File: src/common/mcec_pkg.sv
/*
 * Package for the machine check error capture block: register offsets, field positions,
 * reset values, timing counts and carrier structs.
 * Assumes a 40 MHz clock and 32-bit APB access with one aligned word per register.
 */
package mcec_pkg;

    // ------------------------------------------------------------
    // Register offsets (byte addresses)
    // ------------------------------------------------------------
    localparam logic [7:0] XBUF_STS_OFS   = 8'h00;
    localparam logic [7:0] EXEC_CTRL_OFS  = 8'h04;
    localparam logic [7:0] IC_STS_OFS     = 8'h08;
    localparam logic [7:0] IC_VADDR_OFS   = 8'h0C;
    localparam logic [7:0] L2_STS_OFS     = 8'h10;
    localparam logic [7:0] L2_IDX_OFS     = 8'h14;
    localparam logic [7:0] L2_SYN_OFS     = 8'h18;
    localparam logic [7:0] L2_CTRL_OFS    = 8'h1C;
    localparam logic [7:0] BUS_STS_OFS    = 8'h20;
    localparam logic [7:0] MCHK_INFO_OFS  = 8'h24;
    localparam logic [7:0] INT_STS_OFS    = 8'h28;
    localparam logic [7:0] INT_MASK_OFS   = 8'h2C;

    // ------------------------------------------------------------
    // Field positions
    // ------------------------------------------------------------
    localparam int XB_LOCK_BIT   = 0;
    localparam int XB_TAG_BIT    = 1;
    localparam int XB_DATA_BIT   = 2;
    localparam int EC_TMO_BIT    = 0;
    localparam int IC_LOCK_BIT   = 0;
    localparam int IC_TAG_BIT    = 1;
    localparam int IC_DATA_BIT   = 2;
    localparam int IC_EN_BIT     = 3;
    localparam int IC_LOST_BIT   = 4;
    localparam int L2_LOCK_BIT   = 0;
    localparam int L2_ADDR_BIT   = 1;
    localparam int L2_UNC_BIT    = 2;
    localparam int L2_LOST_BIT   = 3;
    localparam int L2C_ETM_BIT   = 0;
    localparam int BUS_WB_BIT    = 0;
    localparam int MI_RST_BIT    = 8;
    // Interrupt status bits
    localparam int EV_ASYNC      = 0;
    localparam int EV_SYNC       = 1;
    localparam int EV_SOFT       = 2;
    localparam int EV_HARD       = 3;
    localparam int EV_NUM        = 4;

    // ------------------------------------------------------------
    // Codes and reset values
    // ------------------------------------------------------------
    localparam logic [7:0] ASYNC_MCHK_CODE      = 8'h01;
    localparam logic [7:0] SYNC_MCHK_CODE       = 8'h02;
    localparam logic [7:0] STRING_STATE_CODE    = 8'h03;
    localparam logic [7:0] IMPOSSIBLE_ADDR_CODE = 8'h04;
    localparam logic [1:0] STR_ILLEGAL          = 2'h3;
    localparam logic [31:0] ZERO_RST            = 32'h0000_0000;
    localparam logic [31:0] IC_STS_RST          = 32'h0000_0008;

    // ------------------------------------------------------------
    // Timing
    // ------------------------------------------------------------
    localparam int CLK_NS         = 25;
    localparam int STALL_TMO_NS   = 50000;
    localparam int STALL_TMO_CYC  = STALL_TMO_NS / CLK_NS;

    // ------------------------------------------------------------
    // Carriers
    // ------------------------------------------------------------
    typedef struct packed {
        logic        tag_perr;
        logic        pte_perr;
    } mcec_xbuf_type;

    typedef struct packed {
        logic        rd_hit;
        logic [17:0] drv_addr;
        logic [17:0] wr_addr;
        logic        sbe;
        logic        mbe;
        logic [15:0] index;
        logic [7:0]  syndrome;
        logic        flush_wb;
    } mcec_l2_type;

    typedef struct packed {
        logic        tag_perr;
        logic        data_perr;
        logic [28:0] qw_vaddr;
    } mcec_ic_type;

endpackage : mcec_pkg

File: src/hdl/mcec_top.sv
/*
 * Machine check error capture: translation buffer parity, execute stall timeout, string
 * state check, instruction cache parity and level-two cache data errors, with APB registers.
 * Assumes all error inputs come from logic on clk_i and are one-cycle pulses or levels.
 */
// Overview of operation
// - A translation buffer tag or data parity error forces a microtrap and an async check.
// - The translation buffer lock flag stays set until software clears it.
// - A stage-three stall that outlasts the timeout raises an async check and a sticky flag.
// - The illegal fourth string state during a string move raises a machine check.
// - Fetch errors are caught before state changes so the restartable flag is reported one unless another check comes in the same cycle.
// - A pending sync check whose fetch is abandoned by branch or exception becomes a soft error.
// - A page table read error on a write may microtrap at any point in microcode.
// - Unlocked instruction cache parity errors capture the quadword address; all post a soft error.
// - Software can disable and flush the instruction cache; its lock stays until cleared.
// - A level-two hit whose driven and written addresses differ is an addressing error.
// - Multi-bit errors, and addressing with single-bit errors, are reported uncorrectable.
// - Level-two errors enter error transition mode; unlocked ones record index and syndrome, post soft.
// - A flush writeback of owned data whose error persists flags a writeback error.
// - A data RAM error while locked sets the lost flag and always posts an interrupt.
// - Error transition mode holds until software clears the control bit.
// - Lost level-two data always posts a hard error interrupt.
`timescale 1ns/10ps
module mcec_top (
    // Clock and reset
    input  wire logic                 clk_i,
    input  wire logic                 arst_n_i,
    // APB slave
    input  wire logic                 psel_i,
    input  wire logic                 penable_i,
    input  wire logic                 pwrite_i,
    input  wire logic [7:0]           paddr_i,
    input  wire logic [31:0]          pwdata_i,
    output logic      [31:0]          prdata_o,
    output logic                      pready_o,
    output logic                      pslverr_o,
    // Error sources
    input  wire mcec_pkg::mcec_xbuf_type xbuf_i,
    input  wire logic                 stall_s3_i,
    input  wire logic                 string_move_i,
    input  wire logic [1:0]           string_state_i,
    input  wire logic                 impossible_addr_i,
    input  wire mcec_pkg::mcec_ic_type ic_i,
    input  wire mcec_pkg::mcec_l2_type l2_i,
    input  wire logic                 fetch_err_i,
    input  wire logic                 pte_wr_err_i,
    input  wire logic                 fetch_abandon_i,
    input  wire logic                 fetch_used_i,
    // Core side outputs
    output logic                      microtrap_o,
    output logic                      mchk_o,
    output logic      [7:0]           mchk_code_o,
    output logic                      restartable_flag_o,
    output logic                      ic_enable_o,
    output logic                      ic_flush_o,
    output logic                      error_transition_mode_o,
    output logic                      irq_o
);

    // ------------------------------------------------------------
    // Reset release
    // ------------------------------------------------------------
    logic rst_s1_r;
    logic rst_n_r;
    always_ff @(posedge clk_i or negedge arst_n_i) begin
        if (!arst_n_i) begin
            rst_s1_r <= 1'b0;
            rst_n_r  <= 1'b0;
        end else begin
            rst_s1_r <= 1'b1;
            rst_n_r  <= rst_s1_r;
        end
    end

    // ------------------------------------------------------------
    // Bus decode
    // ------------------------------------------------------------
    logic wr_en;
    logic [31:0] w1c;
    assign wr_en = psel_i && penable_i && pwrite_i;
    assign w1c   = pwdata_i;
    function automatic logic wr_at(input logic [7:0] ofs);
        wr_at = wr_en && (paddr_i == ofs);
    endfunction : wr_at

    logic [2:0]  xb_sts_r;
    logic        ec_tmo_r;
    logic [4:0]  ic_sts_r;
    logic [28:0] ic_vaddr_r;
    logic [3:0]  l2_sts_r;
    logic [15:0] l2_idx_r;
    logic [7:0]  l2_syn_r;
    logic        etm_r;
    logic        bus_wb_r;
    localparam int EV_NUM_W = mcec_pkg::EV_NUM;
    logic [EV_NUM_W-1:0] int_sts_r;
    logic [EV_NUM_W-1:0] int_mask_r;

    // ------------------------------------------------------------
    // Translation buffer parity
    // ------------------------------------------------------------
    logic xb_err;
    assign xb_err = xbuf_i.tag_perr || xbuf_i.pte_perr;
    always_ff @(posedge clk_i or negedge rst_n_r) begin
        if (!rst_n_r) begin
            xb_sts_r <= 3'h0;
        end else if (xb_err && !xb_sts_r[mcec_pkg::XB_LOCK_BIT]) begin
            xb_sts_r <= {xbuf_i.pte_perr, xbuf_i.tag_perr, 1'b1};
        end else if (wr_at(mcec_pkg::XBUF_STS_OFS)) begin
            xb_sts_r <= xb_sts_r & ~w1c[2:0];
        end
    end

    // ------------------------------------------------------------
    // Stall timeout
    // ------------------------------------------------------------
    localparam logic [11:0] TMO_LAST = 12'(mcec_pkg::STALL_TMO_CYC - 1);
    logic [11:0] stall_cnt_r;
    logic        tmo_hit;
    assign tmo_hit = stall_s3_i && (stall_cnt_r == TMO_LAST);
    always_ff @(posedge clk_i or negedge rst_n_r) begin
        if (!rst_n_r) begin
            stall_cnt_r <= 12'h000;
        end else if (!stall_s3_i || tmo_hit) begin
            stall_cnt_r <= 12'h000;
        end else begin
            stall_cnt_r <= stall_cnt_r + 12'h001;
        end
    end
    always_ff @(posedge clk_i or negedge rst_n_r) begin
        if (!rst_n_r) begin
            ec_tmo_r <= 1'b0;
        end else if (tmo_hit) begin
            ec_tmo_r <= 1'b1;
        end else if (wr_at(mcec_pkg::EXEC_CTRL_OFS) && w1c[mcec_pkg::EC_TMO_BIT]) begin
            ec_tmo_r <= 1'b0;
        end
    end

    // ------------------------------------------------------------
    // Instruction cache parity
    // ------------------------------------------------------------
    logic ic_err;
    logic ic_flush_r;
    assign ic_err = ic_sts_r[mcec_pkg::IC_EN_BIT] && (ic_i.tag_perr || ic_i.data_perr);
    always_ff @(posedge clk_i or negedge rst_n_r) begin
        if (!rst_n_r) begin
            ic_sts_r   <= mcec_pkg::IC_STS_RST[4:0];
            ic_vaddr_r <= 29'h0;
            ic_flush_r <= 1'b0;
        end else begin
            ic_flush_r <= wr_at(mcec_pkg::IC_STS_OFS) && w1c[5];
            if (wr_at(mcec_pkg::IC_STS_OFS)) begin
                ic_sts_r[mcec_pkg::IC_EN_BIT] <= w1c[mcec_pkg::IC_EN_BIT];
                ic_sts_r[2:0] <= ic_sts_r[2:0] & ~w1c[2:0];
                ic_sts_r[4]   <= ic_sts_r[4] & ~w1c[4];
            end
            if (ic_err && !ic_sts_r[mcec_pkg::IC_LOCK_BIT]) begin
                ic_sts_r[2:0] <= {ic_i.data_perr, ic_i.tag_perr, 1'b1};
                ic_vaddr_r    <= ic_i.qw_vaddr;
            end else if (ic_err) begin
                ic_sts_r[mcec_pkg::IC_LOST_BIT] <= 1'b1;
            end
        end
    end

    // ------------------------------------------------------------
    // Level-two cache data errors
    // ------------------------------------------------------------
    logic l2_addr_mis;
    logic l2_unc;
    logic l2_bad;
    logic l2_err;
    logic l2_locked;
    assign l2_addr_mis = l2_i.rd_hit && (l2_i.drv_addr != l2_i.wr_addr);
    assign l2_unc = l2_i.rd_hit && (l2_i.mbe || (l2_addr_mis && l2_i.sbe));
    assign l2_bad = l2_addr_mis && !l2_unc;
    assign l2_err = l2_unc || l2_bad;
    assign l2_locked = l2_sts_r[mcec_pkg::L2_LOCK_BIT];
    always_ff @(posedge clk_i or negedge rst_n_r) begin
        if (!rst_n_r) begin
            l2_sts_r <= 4'h0;
            l2_idx_r <= 16'h0;
            l2_syn_r <= 8'h0;
        end else if (l2_err && !l2_locked) begin
            l2_sts_r <= {1'b0, l2_unc, l2_bad, 1'b1};
            l2_idx_r <= l2_i.index;
            l2_syn_r <= l2_i.syndrome;
        end else if (l2_err) begin
            l2_sts_r[mcec_pkg::L2_LOST_BIT] <= 1'b1;
        end else if (wr_at(mcec_pkg::L2_STS_OFS)) begin
            l2_sts_r <= l2_sts_r & ~w1c[3:0];
        end
    end
    always_ff @(posedge clk_i or negedge rst_n_r) begin
        if (!rst_n_r) begin
            etm_r <= 1'b0;
        end else if (l2_err) begin
            etm_r <= 1'b1;
        end else if (wr_at(mcec_pkg::L2_CTRL_OFS) && w1c[mcec_pkg::L2C_ETM_BIT]) begin
            etm_r <= 1'b0;
        end
    end
    always_ff @(posedge clk_i or negedge rst_n_r) begin
        if (!rst_n_r) begin
            bus_wb_r <= 1'b0;
        end else if (l2_i.flush_wb && (l2_sts_r[2:1] != 2'h0)) begin
            bus_wb_r <= 1'b1;
        end else if (wr_at(mcec_pkg::BUS_STS_OFS) && w1c[mcec_pkg::BUS_WB_BIT]) begin
            bus_wb_r <= 1'b0;
        end
    end

    // ------------------------------------------------------------
    // Machine check sequencing
    // ------------------------------------------------------------
    logic str_bad;
    logic async_ev;
    logic sync_ev;
    logic sync_pend_r;
    assign str_bad  = string_move_i && (string_state_i == mcec_pkg::STR_ILLEGAL);
    // TB parity and stall timeout are asynchronous
    assign async_ev = xb_err || tmo_hit;
    // a failed prefetch counts as sync only once its data is used
    assign sync_ev  = str_bad || impossible_addr_i || pte_wr_err_i ||
                      (sync_pend_r && fetch_used_i);
    always_ff @(posedge clk_i or negedge rst_n_r) begin
        if (!rst_n_r) begin
            sync_pend_r <= 1'b0;
        end else if (fetch_err_i) begin
            sync_pend_r <= 1'b1;
        end else if (fetch_used_i || fetch_abandon_i) begin
            sync_pend_r <= 1'b0;
        end
    end
    always_ff @(posedge clk_i or negedge rst_n_r) begin
        if (!rst_n_r) begin
            microtrap_o        <= 1'b0;
            mchk_o             <= 1'b0;
            mchk_code_o        <= 8'h00;
            restartable_flag_o <= 1'b0;
        end else begin
            microtrap_o <= async_ev || pte_wr_err_i;
            mchk_o      <= async_ev || str_bad || impossible_addr_i || pte_wr_err_i ||
                           (sync_pend_r && fetch_used_i);
            if (async_ev) begin
                mchk_code_o        <= mcec_pkg::ASYNC_MCHK_CODE;
                restartable_flag_o <= 1'b0;
            end else if (str_bad) begin
                mchk_code_o        <= mcec_pkg::STRING_STATE_CODE;
                restartable_flag_o <= 1'b0;
            end else if (impossible_addr_i) begin
                mchk_code_o        <= mcec_pkg::IMPOSSIBLE_ADDR_CODE;
                restartable_flag_o <= 1'b0;
            end else if (pte_wr_err_i || (sync_pend_r && fetch_used_i)) begin
                mchk_code_o        <= mcec_pkg::SYNC_MCHK_CODE;
                restartable_flag_o <= !pte_wr_err_i;
            end
        end
    end

    // ------------------------------------------------------------
    // Interrupts
    // ------------------------------------------------------------
    logic [EV_NUM_W-1:0] ev;
    logic soft_ev;
    logic hard_ev;
    assign soft_ev = (sync_pend_r && fetch_abandon_i && !fetch_used_i) || ic_err ||
                     (l2_err && !l2_locked);
    assign hard_ev = l2_err && l2_locked;
    assign ev = {hard_ev, soft_ev, sync_ev, async_ev};
    generate
        for (genvar g = 0; g < EV_NUM_W; g++) begin : g_ev
            always_ff @(posedge clk_i or negedge rst_n_r) begin
                if (!rst_n_r) begin
                    int_sts_r[g]  <= 1'b0;
                    int_mask_r[g] <= 1'b0;
                end else begin
                    if (ev[g]) begin
                        int_sts_r[g] <= 1'b1;
                    end else if (wr_at(mcec_pkg::INT_STS_OFS) && w1c[g]) begin
                        int_sts_r[g] <= 1'b0;
                    end
                    if (wr_at(mcec_pkg::INT_MASK_OFS)) begin
                        int_mask_r[g] <= pwdata_i[g];
                    end
                end
            end
        end
    endgenerate

    // ------------------------------------------------------------
    // Outputs and read data
    // ------------------------------------------------------------
    logic [31:0] rd_mux;
    logic        rd_ok;
    always_comb begin
        rd_mux = 32'h0000_0000;
        rd_ok  = 1'b1;
        case (paddr_i)
            mcec_pkg::XBUF_STS_OFS:  rd_mux = {29'h0, xb_sts_r};
            mcec_pkg::EXEC_CTRL_OFS: rd_mux = {31'h0, ec_tmo_r};
            mcec_pkg::IC_STS_OFS:    rd_mux = {27'h0, ic_sts_r};
            mcec_pkg::IC_VADDR_OFS:  rd_mux = {ic_vaddr_r, 3'h0};
            mcec_pkg::L2_STS_OFS:    rd_mux = {28'h0, l2_sts_r};
            mcec_pkg::L2_IDX_OFS:    rd_mux = {16'h0, l2_idx_r};
            mcec_pkg::L2_SYN_OFS:    rd_mux = {24'h0, l2_syn_r};
            mcec_pkg::L2_CTRL_OFS:   rd_mux = {31'h0, etm_r};
            mcec_pkg::BUS_STS_OFS:   rd_mux = {31'h0, bus_wb_r};
            mcec_pkg::MCHK_INFO_OFS: rd_mux = {23'h0, restartable_flag_o, mchk_code_o};
            mcec_pkg::INT_STS_OFS:   rd_mux = {28'h0, int_sts_r};
            mcec_pkg::INT_MASK_OFS:  rd_mux = {28'h0, int_mask_r};
            default:                 rd_ok  = 1'b0;
        endcase
    end
    // Zero-wait slave: pready is registered from the setup cycle so the access phase completes in one cycle
    always_ff @(posedge clk_i or negedge rst_n_r) begin
        if (!rst_n_r) begin
            prdata_o  <= 32'h0000_0000;
            pready_o  <= 1'b0;
            pslverr_o <= 1'b0;
        end else begin
            pready_o  <= psel_i && !penable_i;
            pslverr_o <= psel_i && !penable_i && !rd_ok;
            prdata_o  <= (psel_i && !penable_i && !pwrite_i) ? rd_mux : 32'h0000_0000;
        end
    end
    always_ff @(posedge clk_i or negedge rst_n_r) begin
        if (!rst_n_r) begin
            ic_enable_o             <= 1'b1;
            ic_flush_o              <= 1'b0;
            error_transition_mode_o <= 1'b0;
            irq_o                   <= 1'b0;
        end else begin
            ic_enable_o             <= ic_sts_r[mcec_pkg::IC_EN_BIT];
            ic_flush_o              <= ic_flush_r;
            error_transition_mode_o <= etm_r;
            irq_o                   <= |(int_sts_r & int_mask_r);
        end
    end
endmodule : mcec_top

File: config.mk
export PLATFORM = sky130hd
export DESIGN_NAME = mcec_top
export DESIGN_NICKNAME = d
export VERILOG_FILES = /design/src/common/mcec_pkg.sv /design/src/hdl/mcec_top.sv
export SDC_FILE = /design/constraint.sdc
export NUM_CORES = 1
export LEC_CHECK = 0
export ABC_AREA = 1
export BUFFER_PORTS_ARGS = -buffer_cell sky130_fd_sc_hd__buf_4
export CORE_MARGIN = 3
export CORE_UTILIZATION = 45
export CTS_CLUSTER_DIAMETER = 60
export DETAILED_ROUTE_END_ITERATION = 8
export PLACE_DENSITY = 0.74
export SLEW_MARGIN = 10
export SYNTH_ARGS = -nofsm -noshare
export SYNTH_HDL_FRONTEND = slang
export SYNTH_SLANG_ARGS = --single-unit
File: constraint.sdc
create_clock -name clk_i -period 5.7 [get_ports clk_i]
set_input_delay 1.14 -clock clk_i [delete_from_list [all_inputs] [get_ports clk_i]]
set_output_delay 1.14 -clock clk_i [all_outputs]
set_load 0.03 [all_outputs]
# Word level (Yosys, flattened, before mapping)
# Cells that the tools add are included.
# classes
eq_ne	15
n_addsub	1
mux	38
bitwise	8
n_reduce_logical	82
# op_table
operator	n
case mux 32 bit (12 select lines)	1
logical AND 1 bit	36
== test 8 x 5 -> 1 bit (second input constant)	4
== test 8 x 6 -> 1 bit (second input constant)	4
two-way mux 32 bit	1
two-way mux 8 bit	4
two-way mux 1 bit	24
nonzero test 2 bit	12
logical OR 1 bit	18
!= test 18 bit	1
== test 8 x 4 -> 1 bit (second input constant)	2
adder 12 x 1 -> 12 bit (second input constant)	1
== test 12 x 11 -> 1 bit (second input constant)	1
two-way mux 12 bit	1
two-way mux 3 bit	4
OR reduction 12 bit	1
zero test 1 bit	10
bitwise AND 4 bit	2
== test 8 x 3 -> 1 bit (second input constant)	1
zero test 8 bit	1
two-way mux 4 bit	2
bitwise AND 3 bit	2
two-way mux 5 bit	1
inverter 4 bit	1
other kinds (9)	9
# totals
elab_cells	180
inputBits	151
reg_bits	141
output_inout_bits	49

# Logic depth before layout (Yosys ltp)
# Gate-level depths: netlist (run 1).
# depth
ltp_word	11
depth_mapped	15
mapped_depth_nobuf	14

# Least setup slack after synthesis (run 1)
# Ideal clock, no wire load.
# synth_path
path_type	input to register
from	in l2_i[39] (netlist bit)
to	reg int_sts_r[2]
n_path_buf	1
path_stages	12
setup_slack_ns	3.409
arrival_ns	2.164
required_time_ns	5.573
setup_ns	0.127
cell_sequence	xor2_1 > nor2_1 > nand2_1 > nor2_1 > nand2_2 > nand2_2 > nand2_2 > nand2_4 > nand2_4 > nand2_8 > buf_12 > nand3_1
# synth_via
elab_chain_cells	11
word_cells_on_any_way	12
classes_between	eq/ne (1); mux (1); reduce/logical (10)
# synth_rtl
item	line_no	text
start, declared	mcec_top.sv:44	input wire mcec_pkg::mcec_l2_type l2_i,
!= test 18 bit (*)	mcec_top.sv:175	assign l2_addr_mis = l2_i.rd_hit && (l2_i.drv_addr != l2_i.wr_addr);
logical AND 1 bit (*)	mcec_top.sv:175	
logical AND 1 bit	mcec_top.sv:176	assign l2_unc = l2_i.rd_hit && (l2_i.mbe || (l2_addr_mis && l2_i.sbe));
logical OR 1 bit	mcec_top.sv:176	
logical AND 1 bit	mcec_top.sv:176	
zero test 1 bit	mcec_top.sv:177	assign l2_bad = l2_addr_mis && !l2_unc;
logical AND 1 bit	mcec_top.sv:177	
logical OR 1 bit (*)	mcec_top.sv:178	assign l2_err = l2_unc || l2_bad;
logical AND 1 bit (*)	mcec_top.sv:269	(l2_err && !l2_locked);
logical OR 1 bit (*)	mcec_top.sv:268	assign soft_ev = (sync_pend_r && fetch_abandon_i && !fetch_used_i) || ic_err ||
two-way mux 1 bit / nonzero test 2 bit (equally long branches)	n/a	
end signal, assigned by index	mcec_top.sv:276	int_sts_r[g] <= 1'b0;
end signal, assigned by index	mcec_top.sv:280	int_sts_r[g] <= 1'b1;
end signal, assigned by index	mcec_top.sv:282	int_sts_r[g] <= 1'b0;
end, declared	mcec_top.sv:96	logic [EV_NUM_W-1:0] int_sts_r;
# Mark *: on every way between the ends. The rest lies on a longest branch, timed or not.
# A chain may end at the register's enable or synchronous reset.

# Final worst setup path (run 1)
# layout_path
from	in paddr_i[7]
to	reg prdata_o[3]
# layout_via
elab_chain_cells	3
word_cells_on_any_way	14
classes_between	eq/ne (11); mux (2); reduce/logical (1)
# layout_rtl
item	line_no	text
start, declared	mcec_top.sv:32	input wire logic [7:0] paddr_i,
== test 8 x 6 -> 1 bit (tied with other cells)	mcec_top.sv:300	case (paddr_i)
case mux 32 bit (12 select lines) (*)	mcec_top.sv:300	
two-way mux 32 bit (*)	mcec_top.sv:325	prdata_o <= (psel_i && !penable_i && !pwrite_i) ? rd_mux : 32'h0000_0000;
end signal, assigned	mcec_top.sv:325	
end, declared	mcec_top.sv:34	output logic [31:0] prdata_o,
# Marked as above.

==> results_dict.tcl, run 1 <==
set metrics [dict create \
    path_buf_inv 3 \
    coreArea_um2 13300 \
    period_needed_ns 3.01 \
    netlist_area_um2 6170 \
    port_buffers 168 \
    finalNonFillerCells 1040 \
    cts.sinks 136 \
    grt_usage_pct 20.1 \
    synth-main-ff-cell "dfrtp_1" \
    fin_nets 1003 \
    dr.pass1.iters 4 \
    grt_max_degree 70 \
    pre_cts_ws_ns 2.28 \
    grt_pass1_vias 4837 \
    cts-buffers-inserted 17 \
    p_seq_share_pct 45.5 \
    holdWs_ns 0.349 \
    p_int_mw 1.77 \
    max_freq_mhz 333 \
    clockPowerShare_pct 45.8 \
    gr-total-overflow 0 \
    setup_tns_ns 0 \
    drv_cap 0 \
    synth_warnings 0 \
    path_clk_slew_ns 0.06 \
    antenna_found_initial 0 \
    start_util_pct 46.2 \
    hold_path.startpoint "rst_s1_r" \
    crit_start "paddr_i[7]" \
    cp.arrival_ns 3.35 \
    layout_setup_ws_ns 2.69 \
    cts_tree "done" \
    row_count 42 \
    die_h_um 123 \
    criticalPathCategory "in -> reg" \
    clockRootBuffer "clkbuf_16" \
    cts_hold_buf 0 \
    ys_async_sr_fraction_pct 100 \
    wire_per_inst_um 14.5 \
    postCtsSetupBuffers 0 \
    end_kind "flip-flop" \
    outcome "complete, no violations" \
    yosys-top-cells-count "nand2_1, dfrtp_1, inv_1, nor2_1, nand3_1" \
    cts_resized 0 \
    finalHoldViolCount 0 \
    syn_area_per_cell_um2 9.07 \
    ys_ff_latch 136 \
    synth_top_area_share_pct 54.4 \
    grt_pass1_wl_mm 23.6 \
    globalplace.congestion 0.893 \
    via_per_inst 4.92 \
    clock-skew-final_ns 0.00823 \
    crit_family "buffers and inverters" \
    regToRegStartpoint "ic_sts_r[3]" \
    drtAntennaViolNets 0 \
    insertion_delay_ns 0.41 \
    hpwl_mm 10.9 \
    dieArea_um2 15100 \
    cts_max_level 4 \
    maxSlewHeadroom_pct 43.0 \
    finalSetupViolCount 0 \
    num_antenna_cells 0 \
    routed_wl_mm 15.1 \
    p_leak_nw 4.25 \
    cts_buffer_depth 2 \
    rsz0062_at_grt "no" \
    power_switching_uw 569 \
    fin_crit_sh_pct 52.8 \
    crit_fanout 22 \
    p_comb_share_pct 8.7 \
    critPathMaxStageDelay_ns 0.87 \
    dieWidth_um 123 \
    synth_edf_count 0 \
    hp-class "reg -> reg" \
    cp_cell_sequence "buf_4, nor2_1, nand2_1, nand2_1, nand4_1, inv_1, o21ai_0, inv_1" \
    synth_area_leaders "dfrtp_1, nand2_1, mux2_2" \
    area_growth_pct 31.6 \
    via_count 5112 \
    drive_above_1_share_pct 31.8 \
    ys_types 41 \
    critPathRequiredTime_ns 6.04 \
    maxSlewViolCount 0 \
    dp_cells 1008 \
    drc 0 \
    syn-instance-count 680 \
    post-synth-top-count-cell "nand2_1" \
    seq_area_frac_synth_pct 55.2 \
    synth_top_area_cell "dfrtp_1" \
    irDropWorstVdd_mv 0.219 \
    powerDensity_nw_per_um2 288 \
    drt-initial-drc-count 382 \
    p_sw_share_pct 24.4 \
    ios 200 \
    crit_path_start_kind "input pin" \
    max_slew.worst_pin.slew_ns 0.855 \
    slowest_stage "inv_1" \
]
metal layers:
layer / up-vias / wire length (um) / track usage, %
li1: 2512 / - / -
met1: 2384 / 6280 / 26.2
met2: 199 / 7330 / 32.7
met3: 17 / 1230 / 5.54
met4: 0 / 243 / 6.92
met5: - / 0 / 0
registers in the layout (all words and copies together), names as in the netlist, 4 cells and up:
name,flops
ic_sts_r,5
ic_vaddr_r,29
int_mask_r,4
int_sts_r,4
l2_idx_r,16
l2_sts_r,4
l2_syn_r,8
prdata_o,32
stall_cnt_r,12
logic make-up after synthesis:
group	count (synthesis)	share of synthesized area, %
buf+inv	102	7.28
mux	29	5.29
other cells	2	0.122
xor+xnor	10	1.42
fa+ha+maj	1	0.203
flops	136	55.2
simple gates	334	24.4
compound gates	66	6.04
stage by stage:
stage                     area (um^2)  power, mW  utilization [%]
after global placement           7530       1.28             56.4
after global routing             8120       2.42             60.8
after CTS                        8120       2.36             60.8
after floorplan                  6180       1.18                -
after detailed placement         7530       1.28             56.4
final                            8120       2.34             60.8
power groups by stage:
| stage | Sequential [mW] | Clock [mW] | Combinational (mW) |
|---|---|---|---|
| 6_report | 1.06 | 1.07 | 0.203 |
| 5_1_grt | 1.07 | 1.13 | 0.225 |
| 4_1_cts | 1.06 | 1.09 | 0.206 |
| 3_5_place_dp | 1.08 | 0 | 0.204 |
| 3_3_place_gp | 1.08 | 0 | 0.199 |
| 2_1_floorplan | 1.08 | 0 | 0.0971 |
worst register-to-register path, delay by kind of cell, from the launching register on:
family,cells,cell delay (ns)
multiplexers,1,0.32
AO/OA/AOI/OAI,1,0.11
buffers and inverters,2,0.53
flip-flops,1,0.56
AND/OR/NAND/NOR,1,0.37
cell usage in the layout, fill, tap and decap left out, drive strengths merged, types with 10 or more instances in the layout:
master,Yosys,routed
nor3,15,15
nand3,50,50
inv,80,87
clkbuf,3,19
xor2,10,10
buf,19,170
nor2,55,55
a21oi,16,16
nand2,202,202
dfrtp,134,134
o21ai,31,31
mux2,29,29
layout make-up:
| cell class | count | area, um^2 |
|---|---|---|
| clock buffer | 19 | 453 |
| clock inverter | 13 | 133 |
| fill | 1193 | 5230 |
| inverter | 80 | 300 |
| multi-input combinational | 446 | 2330 |
| sequential | 136 | 3410 |
| tap | 176 | 220 |
| timing repair buffer | 170 | 1280 |
path summary, 6_finish.rpt:
path | to | slack (ns) | cells past startpoint
worst min register to register | rst_n_r | 0.35 | 0
min in group asynchronous | ic_vaddr_r[6] | 0.44 | 0
max in group asynchronous | ic_vaddr_r[5] | 3.91 | 1
worst max register to register | ic_vaddr_r[17] | 3.69 | 5
worst min-delay path | rst_n_r | 0.35 | 0
worst max-delay path | prdata_o[3] | 2.69 | 8
Power figures use the tool's default switching activity.
==> inputs of run 2 (changes only) <==
Settings changed: ABC_AREA 1 to 0, PLACE_DENSITY 0.74 to 0.78.
Clock period 5.7 ns to 2.55 ns, I/O delays scaled along.
==> run 2 against run 1 <==
  * Critical path depth is 5 lower
  * Clock skew is 0.0011 ns lower
  * Power is 120% higher
  * Largest power group unchanged
  * Synthesized cell count is 29% lower
==> results_dict.tcl, run 2 <==
set metrics [dict create \
    synth_warnings 0 \
    via_count 4538 \
    fin_crit_sh_pct 80.9 \
    fin_area_um2 8000 \
    dieWidth_um 120 \
    dp_cells 819 \
    fin_nets 819 \
    grt_max_degree 60 \
    via_per_inst 5.33 \
    cts-buffers-inserted 17 \
    cts.sinks 136 \
    drc 0 \
    critPathRequiredTime_ns 2.84 \
    antenna_found_initial 0 \
    outcome "complete, no violations" \
    r2r-end "ic_vaddr_r[18]" \
    drive_above_1_share_pct 41.5 \
    ys_ff_latch 136 \
    synth_area_leaders "dfrtp_1, mux2_2, mux2_4" \
    crit_path_start_kind "flip-flop" \
    crit_fanout 34 \
    row_count 41 \
    utilization_pct 63.1 \
    start_util_pct 46.4 \
    criticalPathCategory "reg -> reg" \
    synth_edf_count 0 \
    drv_cap 0 \
    grt_usage_pct 21.2 \
    cts_resized 0 \
    synth-main-ff-cell "dfrtp_1" \
    grt_pass1_wl_mm 23.9 \
    p_sw_share_pct 21.8 \
    drtAntennaViolNets 0 \
    powerDensity_nw_per_um2 653 \
    insertion_delay_ns 0.41 \
    ys_types 54 \
    max_slew.worst_pin.slew_ns 0.929 \
    dr.pass1.iters 5 \
    grt_pass1_vias 4887 \
    final_common_cell "buf_4" \
    coreArea_um2 12700 \
    area_growth_pct 36.2 \
    grt_util_met3_pct 5.14 \
    cts_buffer_depth 2 \
    layout_setup_ws_ns 0.488 \
    p_leak_nw 3.84 \
    postCtsSetupBuffers 0 \
    placed_area_um2 7370 \
    dieArea_um2 14500 \
    hp-class "reg -> async" \
    drt-initial-drc-count 361 \
    netlist_area_um2 5870 \
    reg_top3 "prdata_o x32, ic_vaddr_r x29, l2_idx_r x16" \
    top_usage_layer "met2" \
    cts_hold_buf 1 \
    largest_reg_flops 32 \
    port_buffers 168 \
    r2r_cells 3 \
    use_met2_pct 36.8 \
    top_register "prdata_o" \
    p_seq_share_pct 43.8 \
    maxSlewViolCount 0 \
    end_kind "flip-flop" \
    period_needed_ns 2.06 \
    cts_max_level 4 \
    gr-total-overflow 0 \
    clockRootBuffer "clkbuf_16" \
    finalSetupViolCount 0 \
    finalHoldViolCount 0 \
    cts_tree "done" \
    regToRegStartpoint "ic_sts_r[3]" \
    multi_input_area_um2 2340 \
    path_clk_slew_ns 0.06 \
    holdWs_ns 0.266 \
    ios 200 \
    p_int_mw 4.08 \
    finalNonFillerCells 851 \
    setup_tns_ns 0 \
    hpwl_mm 10.8 \
    wire_per_inst_um 17.5 \
    yosys-top-cells-count "dfrtp_1, mux2_2, nor2_1, nand2_1, and3_1" \
    fin_total_pwr_mw 5.22 \
    routed_wl_mm 14.9 \
    seqCellArea_um2 3410 \
    clockPowerShare_pct 48.2 \
    synth_top_area_cell "dfrtp_1" \
    pre_cts_ws_ns 0.328 \
    max_freq_mhz 485 \
    syn_area_per_cell_um2 12.2 \
    power_switching_mw 1.14 \
    syn-instance-count 482 \
    globalplace.congestion 0.852 \
    synth_top_area_share_pct 57.1 \
    reg2reg_setup_slack_ns 0.49 \
    irDropWorstVdd_mv 0.446 \
    die_h_um 120 \
    ys_async_sr_fraction_pct 100 \
    mostFrequentLayoutCells "buf_4, dfrtp_1, mux2_2" \
    rsz0062_at_grt "no" \
    cp.arrival_ns 2.35 \
    grtUsageMet1_pct 24.7 \
    maxSlewHeadroom_pct 37.9 \
    num_antenna_cells 0 \
    nFillCells 1015 \
    post-synth-top-count-cell "dfrtp_1" \
    p_comb_share_pct 8.0 \
    clock-skew-final_ns 0.00714 \
    seq_area_frac_synth_pct 58.0 \
]
## run 2: cell count changes after synthesis, moves of 8 or more
cell,before,now
nand3_1,50,11
inv_2,8,0
o21ai_0,29,10
a22oi_1,0,18
and3_1,0,21
mux2_2,29,42
nor2_1,52,42
mux2_4,0,18
nand2_2,22,0
inv_1,72,11
xnor2_1,0,12
nand2_1,177,32
## run 2: how the worst max path moves through the flow
stage	startpoint	endpoint	slack (ns)	cells past startpoint
global placement	l2_i[42]	l2_idx_r[9]	0.35	7
CTS	ic_sts_r[3]	ic_vaddr_r[6]	0.47	3
detailed placement	l2_i[42]	l2_idx_r[14]	0.33	7
finish	ic_sts_r[3]	ic_vaddr_r[18]	0.49	3
global route	ic_sts_r[3]	ic_vaddr_r[20]	0.35	3
floorplan	rst_n_r	bus_wb_r	0.29	0
## run 2: per-layer routing
metal / wire length [um] / vias up / share of wire [%]
li1: - / 2076 / -
met4: 550 / 0 / 3.7
met2: 7610 / 209 / 51
met5: 0 / - / 0
met3: 974 / 37 / 6.6
met1: 5720 / 2216 / 39
## run 2: power by group through the flow
| stage | clock network, mW | registers (mW) | logic (mW) |
|---|---|---|---|
| 4_1_cts | 2.55 | 2.29 | 0.423 |
| 3_5_place_dp | 0 | 2.32 | 0.417 |
| 3_3_place_gp | 0 | 2.32 | 0.406 |
| 2_1_floorplan | 0 | 2.34 | 0.166 |
| 6_report | 2.52 | 2.29 | 0.418 |
| 5_1_grt | 2.66 | 2.29 | 0.456 |
## run 2: cells by family after synthesis
logic type	Yosys count	share of synthesized area (%)
adder cells (fa/ha/maj)	1	0.213
AO/OA/AOI/OAI	74	9.12
other	2	0.128
flip-flops	136	58.0
AND/OR/NAND/NOR	151	13.0
XOR/XNOR	25	3.73
multiplexers	62	13.2
buffers and inverters	31	2.66
## run 2: worst max-delay path, cell delays in order, from the launching register on
cell	delay, ns
dfstp_2	0.56
o21ai_0	0.19
nor2_4	0.76
mux2_2	0.42
## run 2: final cells by class
| cell class | count | share of cell area (%) |
|---|---|---|
| Sequential cell | 136 | 42.6 |
| Inverter | 11 | 0.516 |
| Multi-Input combinational cell | 319 | 29.2 |
| Tap cell | 172 | 2.69 |
| Clock inverter | 9 | 1.74 |
| Timing Repair Buffer | 182 | 17.3 |
| Clock buffer | 22 | 5.93 |
